--- src/pkg/cr2_map.svh ---
// Constants for the upper control-function-two register bank.
// Assumes the serial I/O port presents register accesses by printed address.
`ifndef CR2_MAP_SVH
`define CR2_MAP_SVH
`define CR2_ADDR_CTRL_TWO 8'h01
`define CR2_ADDR_FTW 8'h07
`define CR2_BIT_SER_SEL 31
`define CR2_BIT_LSB_FIRST 30
`define CR2_BIT_EARLY_FS 29
`define CR2_BIT_ASF_PROF 24
`define CR2_BIT_INT_UPD 23
`define CR2_BIT_SYNC_CLK 22
`define CR2_BIT_LIVE_FTW 16
`define CR2_PRESCALE_HI 15
`define CR2_PRESCALE_LO 14
`define CR2_UPPER_MASK 32'hE1C1_C000
`define CR2_RESET 32'h0040_0000
`define CR2_SYNC_DIV 4
`define CR2_UPD_PERIOD 16
`endif

--- src/pkg/cr2_pkg.sv ---
// Types shared by the control-function-two bank.
// Assumes nothing beyond the map header.
package cr2_pkg;
  typedef enum logic [1:0] {
    CR2_MODE_QUAD = 2'h0,
    CR2_MODE_TONE = 2'h1,
    CR2_MODE_INTERP = 2'h2,
    CR2_MODE_RSVD = 2'h3
  } cr2_opmode_t;
  typedef enum logic [1:0] {
    CR2_DIV1 = 2'h0,
    CR2_DIV2 = 2'h1,
    CR2_DIV4 = 2'h2,
    CR2_DIV8 = 2'h3
  } cr2_prescale_t;
endpackage : cr2_pkg

--- src/core/cr2_ctrl_reg.sv ---
// Upper 18 bits of the control-function-two register and the logic it steers.
// Assumes a serial I/O port decoder outside presents whole-word accesses,
// and that lower bits and tuning words are supplied by neighbouring blocks.
`timescale 1ns/100ps
`include "cr2_map.svh"
module cr2_ctrl_reg #(
  parameter int unsigned UPD_PERIOD = `CR2_UPD_PERIOD
) (
  input wire logic mclk_i,
  input wire logic rst_b_i,
  input wire logic reg_wr_i,
  input wire logic reg_rd_i,
  input wire logic [7:0] reg_addr_i,
  input wire logic [31:0] reg_wdata_i,
  output logic [31:0] reg_rdata_o,
  output logic reg_rvalid_o,
  input wire logic [13:0] control_function_two_low_i,
  input wire logic [31:0] ftw_stored_i,
  input wire logic [31:0] ftw_live_i,
  input wire cr2_pkg::cr2_opmode_t op_mode_i,
  input wire logic osk_en_i,
  input wire logic [17:0] data_pin_i,
  input wire logic io_update_i,
  output logic io_update_o,
  output logic io_update_oe_o,
  output logic update_pulse_o,
  output logic sync_clk_o,
  output logic par_port_en_o,
  output logic dual_serial_en_o,
  output logic [17:0] par_data_o,
  output logic [1:0] serial_data_o,
  output logic [15:0] gpio_data_o,
  output logic serial_lsb_first_o,
  output logic early_fsync_o,
  output logic asf_bypass_o,
  output logic asf_from_profile_o
);
  import cr2_pkg::*;

  logic [31:0] buf_q;
  logic [31:0] act_q;
  logic int_upd_q;
  logic [31:0] rdata_q;
  logic rvalid_q;
  logic upd_pin_prev_q;
  logic [1:0] div_q;
  logic sync_clk_q;
  logic [0:0] upd_pin_lvl;
  logic [17:0] data_lvl;
  logic [31:0] rd_mux;
  logic [17:0] par_q;
  logic [1:0] ser_q;
  logic [15:0] gpio_q;
  logic par_en_q;
  logic ser_en_q;
  logic lsb_q;
  logic early_q;
  logic bypass_q;
  logic prof_q;
  logic int_pulse;
  logic int_pulse_q;

  wire wr_ctrl = reg_wr_i && (reg_addr_i == `CR2_ADDR_CTRL_TWO);
  wire rd_ctrl = (reg_addr_i == `CR2_ADDR_CTRL_TWO);
  wire rd_ftw = (reg_addr_i == `CR2_ADDR_FTW);
  wire [31:0] wr_masked = reg_wdata_i & `CR2_UPPER_MASK;

  // Update pin level uses the same filtered path as the data pins
  cr2_pin_sync #(
    .WIDTH(1)
  ) u_upd_sync (
    .mclk_i(mclk_i),
    .rst_b_i(rst_b_i),
    .pin_i(io_update_i),
    .level_o(upd_pin_lvl)
  );

  cr2_pin_sync #(
    .WIDTH(18)
  ) u_data_sync (
    .mclk_i(mclk_i),
    .rst_b_i(rst_b_i),
    .pin_i(data_pin_i),
    .level_o(data_lvl)
  );

  cr2_upd_timer #(
    .PERIOD(UPD_PERIOD)
  ) u_timer (
    .mclk_i(mclk_i),
    .rst_b_i(rst_b_i),
    .en_i(int_upd_q),
    .prescale_i(cr2_prescale_t'(act_q[`CR2_PRESCALE_HI:`CR2_PRESCALE_LO])),
    .pulse_o(int_pulse)
  );

  // Update source: external rising edge, or internal timer
  wire ext_rise = upd_pin_lvl[0] && !upd_pin_prev_q;
  wire upd_evt = int_upd_q ? int_pulse : ext_rise;

  // Mode decode
  wire quad_mode = (op_mode_i == CR2_MODE_QUAD);
  wire ser_sel = act_q[`CR2_BIT_SER_SEL] && quad_mode;
  wire tone_no_osk = (op_mode_i == CR2_MODE_TONE) && !osk_en_i;
  wire prof_src = tone_no_osk && act_q[`CR2_BIT_ASF_PROF];
  wire unity = tone_no_osk && !act_q[`CR2_BIT_ASF_PROF];
  wire [15:0] gpio_view = {data_lvl[17:6], data_lvl[3:0]};
  // Bit 23 reads back its live value, not the active copy
  wire [31:0] live_word = {act_q[31:24], int_upd_q, act_q[22:0]};
  wire [31:0] ctrl_view = (live_word & `CR2_UPPER_MASK) | {18'h0_0000, control_function_two_low_i};
  wire [31:0] ftw_view = act_q[`CR2_BIT_LIVE_FTW] ? ftw_live_i : ftw_stored_i;

  // Read selection; unmapped addresses read zero
  always_comb
  begin
    if (rd_ctrl)
      rd_mux = ctrl_view;
    else if (rd_ftw)
      rd_mux = ftw_view;
    else
      rd_mux = 32'h0000_0000;
  end

  // Next values of the registered outputs
  wire [31:0] act_d = wr_ctrl ? wr_masked : buf_q;
  wire sync_clk_d = act_q[`CR2_BIT_SYNC_CLK] ? div_q[1] : 1'b0;
  wire int_pulse_d = int_upd_q && int_pulse;
  wire [17:0] par_d = ser_sel ? 18'h0_0000 : data_lvl;
  wire [1:0] ser_d = ser_sel ? data_lvl[5:4] : 2'h0;
  wire [15:0] gpio_d = ser_sel ? gpio_view : 16'h0000;
  wire lsb_d = ser_sel && act_q[`CR2_BIT_LSB_FIRST];
  wire early_d = ser_sel && act_q[`CR2_BIT_EARLY_FS];

  // Buffer takes every write; active copy waits for an update
  always_ff @(posedge mclk_i or negedge rst_b_i)
  begin
    if (!rst_b_i)
      buf_q <= `CR2_RESET;
    else if (wr_ctrl)
      buf_q <= wr_masked;
  end

  // A write in the update cycle goes straight through and is not lost
  always_ff @(posedge mclk_i or negedge rst_b_i)
  begin
    if (!rst_b_i)
      act_q <= `CR2_RESET;
    else if (upd_evt)
      act_q <= act_d;
  end

  // Bit 23 bypasses the update, else the pin could never turn around
  always_ff @(posedge mclk_i or negedge rst_b_i)
  begin
    if (!rst_b_i)
      int_upd_q <= 1'b0;
    else if (wr_ctrl)
      int_upd_q <= reg_wdata_i[`CR2_BIT_INT_UPD];
  end

  // Resets low like the idle pin, so no false edge follows reset
  always_ff @(posedge mclk_i or negedge rst_b_i)
  begin
    if (!rst_b_i)
      upd_pin_prev_q <= 1'b0;
    else
      upd_pin_prev_q <= upd_pin_lvl[0];
  end

  // Read strobe answered on the next edge
  always_ff @(posedge mclk_i or negedge rst_b_i)
  begin
    if (!rst_b_i)
      rvalid_q <= 1'b0;
    else
      rvalid_q <= reg_rd_i;
  end

  // Read word holds until the next read
  always_ff @(posedge mclk_i or negedge rst_b_i)
  begin
    if (!rst_b_i)
      rdata_q <= 32'h0000_0000;
    else if (reg_rd_i)
      rdata_q <= rd_mux;
  end

  // Divider runs free so the sync clock phase never jumps
  always_ff @(posedge mclk_i or negedge rst_b_i)
  begin
    if (!rst_b_i)
      div_q <= 2'h0;
    else
      div_q <= div_q + 2'h1;
  end

  // Quarter-rate sync clock; held low when disabled
  always_ff @(posedge mclk_i or negedge rst_b_i)
  begin
    if (!rst_b_i)
      sync_clk_q <= 1'b0;
    else
      sync_clk_q <= sync_clk_d;
  end

  // Internal update driven out on the pin for one cycle
  always_ff @(posedge mclk_i or negedge rst_b_i)
  begin
    if (!rst_b_i)
      int_pulse_q <= 1'b0;
    else
      int_pulse_q <= int_pulse_d;
  end

  // Data pin routing, registered; parallel port is the reset mode
  always_ff @(posedge mclk_i or negedge rst_b_i)
  begin
    if (!rst_b_i)
      par_en_q <= 1'b1;
    else
      par_en_q <= !ser_sel;
  end

  always_ff @(posedge mclk_i or negedge rst_b_i)
  begin
    if (!rst_b_i)
      ser_en_q <= 1'b0;
    else
      ser_en_q <= ser_sel;
  end

  always_ff @(posedge mclk_i or negedge rst_b_i)
  begin
    if (!rst_b_i)
      par_q <= 18'h0_0000;
    else
      par_q <= par_d;
  end

  always_ff @(posedge mclk_i or negedge rst_b_i)
  begin
    if (!rst_b_i)
      ser_q <= 2'h0;
    else
      ser_q <= ser_d;
  end

  always_ff @(posedge mclk_i or negedge rst_b_i)
  begin
    if (!rst_b_i)
      gpio_q <= 16'h0000;
    else
      gpio_q <= gpio_d;
  end

  // Serial port options, forced low outside serial mode
  always_ff @(posedge mclk_i or negedge rst_b_i)
  begin
    if (!rst_b_i)
      lsb_q <= 1'b0;
    else
      lsb_q <= lsb_d;
  end

  always_ff @(posedge mclk_i or negedge rst_b_i)
  begin
    if (!rst_b_i)
      early_q <= 1'b0;
    else
      early_q <= early_d;
  end

  // Amplitude source, only in single tone with keying off
  always_ff @(posedge mclk_i or negedge rst_b_i)
  begin
    if (!rst_b_i)
      bypass_q <= 1'b0;
    else
      bypass_q <= unity;
  end

  always_ff @(posedge mclk_i or negedge rst_b_i)
  begin
    if (!rst_b_i)
      prof_q <= 1'b0;
    else
      prof_q <= prof_src;
  end

  // Pin direction follows bit 23 at once
  assign io_update_oe_o = int_upd_q;
  assign io_update_o = int_pulse_q;
  assign update_pulse_o = upd_evt;
  assign sync_clk_o = sync_clk_q;
  assign reg_rdata_o = rdata_q;
  assign reg_rvalid_o = rvalid_q;
  assign par_port_en_o = par_en_q;
  assign dual_serial_en_o = ser_en_q;
  assign par_data_o = par_q;
  assign serial_data_o = ser_q;
  assign gpio_data_o = gpio_q;
  assign serial_lsb_first_o = lsb_q;
  assign early_fsync_o = early_q;
  assign asf_bypass_o = bypass_q;
  assign asf_from_profile_o = prof_q;
endmodule : cr2_ctrl_reg

--- src/core/cr2_pin_sync.sv ---
// Three-stage pin synchroniser with agreement filter, one per bit.
// Assumes pins are asynchronous to mclk_i.
`timescale 1ns/100ps
module cr2_pin_sync #(
  parameter int unsigned WIDTH = 18
) (
  input wire logic mclk_i,
  input wire logic rst_b_i,
  input wire logic [WIDTH-1:0] pin_i,
  output logic [WIDTH-1:0] level_o
);
  import cr2_pkg::*;
  logic [WIDTH-1:0] s1_q;
  logic [WIDTH-1:0] s2_q;
  logic [WIDTH-1:0] s3_q;
  logic [WIDTH-1:0] lvl_q;
  genvar g;
  generate
    for (g = 0; g < WIDTH; g++)
    begin : g_bit
      always_ff @(posedge mclk_i or negedge rst_b_i)
      begin
        if (!rst_b_i)
        begin
          s1_q[g] <= 1'b0;
          s2_q[g] <= 1'b0;
          s3_q[g] <= 1'b0;
          lvl_q[g] <= 1'b0;
        end
        else
        begin
          s1_q[g] <= pin_i[g];
          s2_q[g] <= s1_q[g];
          s3_q[g] <= s2_q[g];
          // Change counts only once two stages agree
          if (s2_q[g] == s3_q[g])
            lvl_q[g] <= s3_q[g];
        end
      end
    end
  endgenerate
  assign level_o = lvl_q;
endmodule : cr2_pin_sync

--- src/core/cr2_upd_timer.sv ---
// Internal update timer with selectable prescaler.
// Assumes en_i drops whenever external update is in use.
`timescale 1ns/100ps
`include "cr2_map.svh"
module cr2_upd_timer #(
  parameter int unsigned PERIOD = `CR2_UPD_PERIOD
) (
  input wire logic mclk_i,
  input wire logic rst_b_i,
  input wire logic en_i,
  input wire cr2_pkg::cr2_prescale_t prescale_i,
  output logic pulse_o
);
  import cr2_pkg::*;
  localparam int unsigned CW = (PERIOD > 1) ? $clog2(PERIOD) : 1;
  logic [2:0] pre_q;
  logic [2:0] pre_top;
  logic [CW-1:0] cnt_q;
  logic tick;
  logic wrap;
  logic pulse_q;
  // Divide by 1, 2, 4 or 8
  assign pre_top = (prescale_i == CR2_DIV1) ? 3'h0 :
                   (prescale_i == CR2_DIV2) ? 3'h1 :
                   (prescale_i == CR2_DIV4) ? 3'h3 : 3'h7;
  assign tick = en_i && (pre_q >= pre_top);
  assign wrap = tick && (cnt_q == CW'(PERIOD - 1));
  always_ff @(posedge mclk_i or negedge rst_b_i)
  begin
    if (!rst_b_i)
    begin
      pre_q <= 3'h0;
      cnt_q <= '0;
      pulse_q <= 1'b0;
    end
    else
    begin
      // Idle while external update is selected
      pre_q <= (!en_i || tick) ? 3'h0 : pre_q + 3'h1;
      cnt_q <= (!en_i || wrap) ? '0 : (tick ? cnt_q + CW'(1) : cnt_q);
      pulse_q <= wrap;
    end
  end
  assign pulse_o = pulse_q;
endmodule : cr2_upd_timer

--- config.mk ---
export PLATFORM = sky130hd
export DESIGN_NAME = cr2_ctrl_reg
export DESIGN_NICKNAME = d
export VERILOG_FILES = /design/src/pkg/cr2_pkg.sv /design/src/core/cr2_ctrl_reg.sv /design/src/core/cr2_pin_sync.sv /design/src/core/cr2_upd_timer.sv
export VERILOG_INCLUDE_DIRS = /design/src /design/src/pkg
export SDC_FILE = /design/constraint.sdc
export NUM_CORES = 1
export LEC_CHECK = 0
export BUFFER_PORTS_ARGS = -buffer_cell sky130_fd_sc_hd__buf_2
export CAP_MARGIN = 20
export CORE_MARGIN = 2
export CORE_UTILIZATION = 42
export CTS_BUF_LIST = sky130_fd_sc_hd__clkbuf_2
export DETAILED_ROUTE_END_ITERATION = 10
export GPL_TIMING_DRIVEN = 1
export PLACE_DENSITY = 0.69
export SYNTH_ARGS = -nofsm -noshare
export SYNTH_HDL_FRONTEND = slang
export SYNTH_SLANG_ARGS = --single-unit
--- constraint.sdc ---
create_clock -name mclk_i -period 2.15 [get_ports mclk_i]
set_clock_uncertainty 0.1 [all_clocks]
set_input_delay 0.5375 -clock mclk_i [delete_from_list [all_inputs] [get_ports mclk_i]]
set_output_delay 0.5375 -clock mclk_i [all_outputs]
set_load 0.1 [all_outputs]
**Word-level counts from Yosys, hierarchy flattened**

Index checks and enable logic that the tools add are counted.

- Word-level logic and storage cells: 163
- Bits of input ports: 144
- Output and inout bits: 79
- Bits in registers: 229

- $lt $le $gt $ge: 1
- Bitwise operators: 1
- Reduce and logical (&&, ||, !) cells: 21
- Equal/unequal tests: 25
- Muxes and demuxes: 15
- Add/sub/neg operators: 3

Operators by type and width:

| cell | count |
|---|---|
| 2-to-1 mux 32 bit | 4 |
| OR 32 x 14 -> 32 bit | 1 |
| equality test 1 bit | 19 |
| 2-to-1 mux 18 bit | 1 |
| 2-to-1 mux 16 bit | 1 |
| 2-to-1 mux 3 bit | 4 |
| logical AND 1 bit | 11 |
| equality test 8 x 1 -> 1 bit, second input constant | 1 |
| equality test 8 x 3 -> 1 bit, second input constant | 1 |
| 2-to-1 mux 4 bit | 2 |
| logical NOT 1 bit | 5 |
| adder 4 x 1 -> 4 bit, second input constant | 1 |
| equality test 2 x 1 -> 1 bit, second input constant | 2 |
| equality test 4 bit, second input constant | 1 |
| logical NOT 2 bit | 2 |
| adder 3 x 1 -> 3 bit, second input constant | 1 |
| >= comparator 3 bit | 1 |
| adder 2 x 1 -> 2 bit, second input constant | 1 |
| equality test 2 bit, second input constant | 1 |
| logical OR 1 bit | 2 |
| 2-to-1 mux 1 bit | 2 |
| 2-to-1 mux 2 bit | 1 |
| nonzero test 2 bit | 1 |

**Logic depth before layout (Yosys ltp)**

Gate-level depths: netlist (run 1).

- Depth in word-level cells: 9
- Gate-level depth with buffers: 7

**Modules after synthesis**

From an unflattened synthesis (run 1), not the netlist that was laid out.

- Cell total of the unflattened synthesis: 486
- Area, all modules: 6576.3 sq um

By module, submodules not included:

| module | times used | area an instance (sq um) | cells each |
|---|---|---|---|
| cr2_ctrl_reg | 1 | 3997.6 | 343 |
| cr2_pin_sync at u_data_sync | 1 | 2004.4 | 90 |
| cr2_upd_timer | 1 | 462.9 | 48 |
| cr2_pin_sync at u_upd_sync | 1 | 111.4 | 5 |

**Least setup slack after synthesis (run 1)**

Ideal clock, no wire load.

- Kind: register to output
- Start: register int_upd_q, in the netlist io_update_oe_o
- End: output update_pulse_o
- Cell stages (with the launch flop): 5
- Setup slack: -0.476 ns
- Arrival time: 1.989 ns
- Path through: dfrtp_1 clkbuf_1 and2_1 a31o_2 buf_2

- Cells in the longest elaborated chain, start to end: 1

Ends and longest elaborated chain:

| element | line | RTL |
|---|---|---|
| start, declared | cr2_ctrl_reg.sv:42 | `logic int_upd_q;` |
| start signal, assigned | cr2_ctrl_reg.sv:158 | `` int_upd_q <= reg_wdata_i[`CR2_BIT_INT_UPD]; `` |
| 2-to-1 mux 1 bit | cr2_ctrl_reg.sv:99 | `wire upd_evt = int_upd_q ? int_pulse : ext_rise;` |
| end, declared | cr2_ctrl_reg.sv:26 | `output logic update_pulse_o,` |

No other way between the ends.

**Final worst setup path (run 1)**

Ends and elaborated chain as after synthesis.

==> impl_metrics.csv, run 1 <==
group,metric,value,unit
outcome,outcome,"complete, but fails checks",
outcome,violations,"negative setup slack",
floorplanning,fp.dieW,129,um
layout,fin_area,9280,sq um
timing,tightest_slew,0.482,ns
global_routing,grt_max_degree,66,
timing,hold_viol,0,
clock_network,numCtsBuffers,17,
setup_path,slowest_delay,0.55,ns
timing,slew_violations,0,
layout,nets,885,
synth,syn-mean-instance-area,14.2,sq um
setup_path,worstRegToRegCells,7,
timing,fin_crit,2.39,ns
placed_design,hpwl,9560,um
placed_design,place_ws,0.00997,ns
layout,area_growth,41.6,%
setup_path,startpoint_type,"flip-flop",
clock_network,htreeDepth,4,
floorplanning,core_area,15200,sq um
setup_path,worstPathRequired,1.51,ns
clock_network,cts_root_buffer,"clkbuf_2",
hold_path,min_path_type,"primary input to flip-flop",
setup_path,path_max_fanout,4,
timing,setup_viol,2,
clock_network,clock_path_buffers,2,
layout,final_common_cell,"dfrtp_1",
placed_design,io_buffers,199,
timing,worst_slack,-0.245,ns
global_routing,antenna_found_initial,1,
pwr,power_density,743,nW/um^2
synth,syn_area,6550,sq um
setup_path,end_kind,"output port",
setup_path,path_cells,"and2_4 -> a31o_4 -> buf_12",
routing,drtPass1Iterations,4,
setup_path,cp.arrival,1.76,ns
layout,final_cell_mix,"177 x dfrtp_1, 119 x buf_2, 54 x dlygate4sd3_1",
floorplanning,dieArea,16600,sq um
routing,drt-total-wl,14700,um
clock_network,cts_tree,"built",
synth,synth-seq-cells,181,
timing,final.setup.tns,-0.377,ns
layout,fin_util,61.0,%
timing,max_freq,418,MHz
pwr,ir_worst_vdd,0.519,mV
global_routing,grt_pass1_vias,4540,
setup_path,crit_slowest_cell,"dfrtp_4",
timing,rsz0062_at_grt,"true",
routing,vias,4537,
clock_network,path_clk_slew,0.24,ns
global_routing,grt_pass1_wl,22200,um
global_routing,track_usage,17.3,%
synth,yosysUniqueCellTypes,39,
flow_run,drv_cap,0,
synth,syn_inst,462,
timing,period_share,111,%
floorplanning,die_y,129,um
floorplanning,rows,45,
timing,slew_headroom,67.8,%
floorplanning,initial_core_util,43.1,%
setup_path,crit_type,"flip-flop to output port",
routing,drcViolationCount,0,
clock_network,clk_latency,0.69,ns
pwr,p_leak,4.39,nW
placed_design,gp_congestion,0.747,
synth,synth-seq-area-share,69.2,%
routing,wl_per_cell,15.7,um
routing,drt_iter0_drc,278,
global_routing,grt-ovfl-total,0,
synth,yosysWarnings,0,
routing,viasPerCell,4.84,
synth,synthesis.nets,611,
layout,drive_gt1_share,41.9,%
placed_design,placed_area,7920,sq um
clock_network,clock-sinks,181,
routing,ant_nets,0,
timing,worst_hold_slack,0.0981,ns
floorplanning,ios,223,
hold_path,worstHoldPathCells,4,
worst paths after layout:
kind	to	startpoint	slack, ns
min reg2reg	u_data_sync.s2_q[11]	u_data_sync.s1_q[11]	0.27
min	reg_rdata_o[28]	ftw_live_i[28]	0.1
min in group asynchronous	gpio_data_o[0]	rst_b_i	0.25
max reg2reg	u_timer.cnt_q[3]	act_q[14]	0.08
max	update_pulse_o	io_update_oe_o	-0.24
max in group asynchronous	act_q[22]	rst_b_i	1.08
final cells by class:
cell class / count / area [sq um]
tap: 188 / 235
clock buffer: 20 / 100
clock inverter: 12 / 176
antenna: 1 / 2.50
fill: 1164 / 5930
sequential: 181 / 4540
inverter: 18 / 67.6
multi-input combinational: 240 / 1860
timing repair buffer: 278 / 2300
critical path: cells and delay by family (launching register included):
family                 cells  cell delay (ns)
buffers and inverters      1             0.16
DFF                        1             0.55
AOI/OAI and AO/OA          1             0.22
and+or+nand+nor            1             0.15
kinds of logic (layout without fill, tap and decap cells):
kind of cell | Yosys count | after routing | synth area share (%)
DFF | 181 | 181 | 69.2
and+or+nand+nor | 99 | 99 | 8.96
AOI/OAI and AO/OA | 67 | 67 | 6.26
muxes | 48 | 48 | 8.71
buffers and inverters | 41 | 328 | 2.77
adders and majority gates | 24 | 24 | 3.86
xor gates and xnor gates | 2 | 2 | 0.267
other | 0 | 1 | 0
cell usage after synthesis, drive strengths merged:
| master | instances | area share (%) |
|---|---|---|
| or2 | 1 | 0.096 |
| buf | 7 | 0.82 |
| a21oi | 27 | 2.1 |
| inv | 18 | 1.0 |
| and2 | 22 | 2.1 |
| o21ai | 11 | 0.84 |
| a21o | 1 | 0.11 |
| nor2 | 26 | 1.5 |
| nand2 | 5 | 0.29 |
| and3 | 2 | 0.19 |
| o22ai | 1 | 0.096 |
| xnor2 | 1 | 0.13 |
| dfstp | 3 | 1.2 |
| nor2b | 18 | 1.7 |
| xor2 | 1 | 0.13 |
| clkbuf | 16 | 0.92 |
| o31ai | 1 | 0.11 |
| or3 | 1 | 0.096 |
| nand4b | 1 | 0.13 |
| nor4bb | 1 | 0.15 |
| nor3 | 1 | 0.076 |
| mux2 | 48 | 8.7 |
| nor4b | 3 | 0.86 |
| nand3 | 13 | 0.99 |
| a22oi | 22 | 2.5 |
| a31oi | 1 | 0.096 |
| a311o | 1 | 0.15 |
| nand4 | 1 | 0.32 |
| maj3 | 19 | 2.9 |
| nand2b | 1 | 0.096 |
| nand3b | 1 | 0.11 |
| o311ai | 1 | 0.13 |
| a31o | 1 | 0.13 |
| ha | 5 | 0.95 |
| dfrtp | 178 | 68 |
| nor3b | 2 | 0.23 |
flip-flops by register name, indices dropped and copies added (netlist names), 2 cells and up:
name and count:
serial_data_o 2, u_timer.pre_q 3, u_data_sync.s3_q 18, buf_q 8, gpio_data_o 16, div_q 2
reg_rdata_o 32, u_data_sync.s1_q 18, u_timer.cnt_q 4, par_data_o 18, u_data_sync.s2_q 18, act_q 8
u_data_sync.level_o 18
what timing repair did:
| action | 4_1_cts | 5_1_grt |
|---|---|---|
| endpoints found under the hold margin | 184 | 0 |
| hold buffers | 54 | 0 |
| setup buffers | 2 | 6 |
| gates resized for setup | 95 | 57 |
| endpoints found under the setup margin | 80 | 55 |
| pin swaps | 0 | 0 |
| gates cloned | 0 | 0 |
metrics by stage:
stage,std cells,power (mW)
2_1_floorplan,462,4.51
3_3_place_gp,843,4.86
3_5_place_dp,843,4.89
4_1_cts,931,6.92
5_1_grt,938,7.22
6_report,938,6.89
layer usage:
metal | track usage [%] | wire length (um)
met1 | 21.7 | 6170
met2 | 29.7 | 7680
met3 | 4.37 | 585
met4 | 4.99 | 271
met5 | 0 | 0
where the power goes:
group / switching [mW] / leakage (nW) / internal [mW]
sequential: 0.102 / 2.25 / 3.59
clock: 1.09 / 0.156 / 0.778
combinational: 0.849 / 1.98 / 0.477
Power figures use the tool's default switching activity.
==> run 2, diff against run 1 <==
--- a/config.mk
+++ b/config.mk
@@ -9,11 +9,10 @@
 export BUFFER_PORTS_ARGS = -buffer_cell sky130_fd_sc_hd__buf_2
 export CAP_MARGIN = 20
 export CORE_MARGIN = 2
-export CORE_UTILIZATION = 42
+export CORE_UTILIZATION = 25
 export CTS_BUF_LIST = sky130_fd_sc_hd__clkbuf_2
 export DETAILED_ROUTE_END_ITERATION = 10
 export GPL_TIMING_DRIVEN = 1
-export PLACE_DENSITY = 0.69
 export SYNTH_ARGS = -nofsm -noshare
 export SYNTH_HDL_FRONTEND = slang
 export SYNTH_SLANG_ARGS = --single-unit
==> impl_metrics.csv, run 2 (synthesis gave the netlist of run 1 again) <==
group,metric,value,unit
floorplanning,rows,59,
setup_path,worstPathRequired,1.51,ns
clock_network,htreeDepth,4,
timing,rsz0062_at_grt,"true",
timing,slew_violations,0,
floorplanning,dieArea,27500,sq um
routing,drtPass1Iterations,4,
layout,fin_cells,1103,
setup_path,cp.arrival,1.84,ns
global_routing,grt_use_met3,2.96,%
global_routing,grt_pass1_vias,4521,
routing,drt-total-wl,16200,um
global_routing,grt-ovfl-total,0,
timing,worst_slack,-0.329,ns
layout,area_growth,52.0,%
setup_path,end_kind,"output port",
outcome,outcome,"complete, but fails checks",
hold_path,min_path_type,"primary input to flip-flop",
routing,drt_iter0_drc,282,
floorplanning,ios,223,
placed_design,io_buffers,199,
layout,fin_util,38.4,%
timing,max_freq,403,MHz
layout,nets,902,
floorplanning,die_y,166,um
global_routing,grt_pass1_wl,24800,um
setup_path,path_max_fanout,4,
routing,ant_nets,0,
layout,fin_area,9960,sq um
timing,final.setup.tns,-0.524,ns
placed_design,place_ws,-0.0971,ns
routing,vias,4510,
clock_network,numCtsBuffers,17,
pwr,ir_worst_vdd,0.288,mV
layout,final_cell_mix,"177 x dfrtp_1, 119 x buf_2, 72 x dlygate4sd3_1",
layout,largest_reg_flops,32,
outcome,violations,"negative setup slack",
placed_design,placed_area,8090,sq um
routing,drcViolationCount,0,
global_routing,grt-busiest-layer,"met2",
global_routing,track_usage,11.7,%
timing,setup_viol,3,
pwr,power_density,709,nW/um^2
global_routing,use_met1,15.4,%
global_routing,use_met2,18.6,%
clock_network,cts_root_buffer,"clkbuf_2",
routing,wl_per_cell,14.7,um
global_routing,grt_max_degree,49,
timing,fin_crit,2.48,ns
timing,worst_hold_slack,0.123,ns
clock_network,path_clk_slew,0.28,ns
placed_design,dp_cells,993,
clock_network,clock_path_buffers,2,
layout,drive_gt1_share,40.9,%
placed_design,gp_congestion,0.733,
clock_network,clk_latency,0.72,ns
timing,hold_viol,0,
setup_path,startpoint_type,"flip-flop",
setup_path,crit_type,"flip-flop to output port",
timing,tightest_slew,0.472,ns
layout,final_common_cell,"dfrtp_1",
pwr,finalPower,7.06,mW
flow_run,drv_cap,0,
floorplanning,core_area,25900,sq um
floorplanning,fp.dieW,166,um
global_routing,antenna_found_initial,2,
clock_network,clock-sinks,181,
floorplanning,initial_core_util,25.3,%
timing,slew_headroom,68.5,%
placed_design,hpwl,10800,um
clock_network,cts_tree,"built",
routing,viasPerCell,4.09,
timing,period_share,115,%
pwr,p_leak,4.57,nW
run 2: area by class of cell:
class / count / area, sq um
timing repair buffer: 295 / 2810
fill: 2425 / 16000
clock inverter: 15 / 185
antenna: 2 / 5.00
inverter: 18 / 67.6
multi-input combinational: 240 / 1850
clock buffer: 17 / 85.1
tap: 335 / 419
sequential: 181 / 4540
run 2: metal layers:
metal / wire (um) / vias up
li1: - / 2166
met1: 7270 / 2211
met2: 8100 / 117
met3: 619 / 16
met4: 239 / 0
met5: 0 / -
run 2: final timing paths:
| kind | slack (ns) | to | start | depth (start not counted) |
|---|---|---|---|---|
| hold / removal | 0.12 | reg_rdata_o[5] | ftw_live_i[5] | 4 |
| setup / recovery | -0.33 | update_pulse_o | io_update_oe_o | 3 |
| setup reg to reg | 0.08 | reg_rdata_o[1] | act_q[16] | 5 |
| hold reg to reg | 0.28 | u_data_sync.s2_q[1] | u_data_sync.s1_q[1] | 0 |
| min in group asynchronous | 0.17 | u_timer.cnt_q[2] | rst_b_i | 2 |
| max in group asynchronous | 1.15 | par_port_en_o | rst_b_i | 3 |
run 2: worst max-delay path, cell delays in order (launching register included):
cell and delay [ns]:
dfrtp_4 0.57, and2_4 0.16, a31o_4 0.22, buf_12 0.16
run 2: power by group:
part	internal (mW)	total, mW	switching, mW
logic	0.569	1.43	0.856
clock network	0.595	1.92	1.32
registers	3.60	3.71	0.118
run 2: what timing repair did:
action	CTS	global route
hold buffers	72	0
endpoints found under the hold margin	242	0
setup endpoints to repair	79	59
setup buffers	2	2
resized for setup	192	48
cloned	0	0
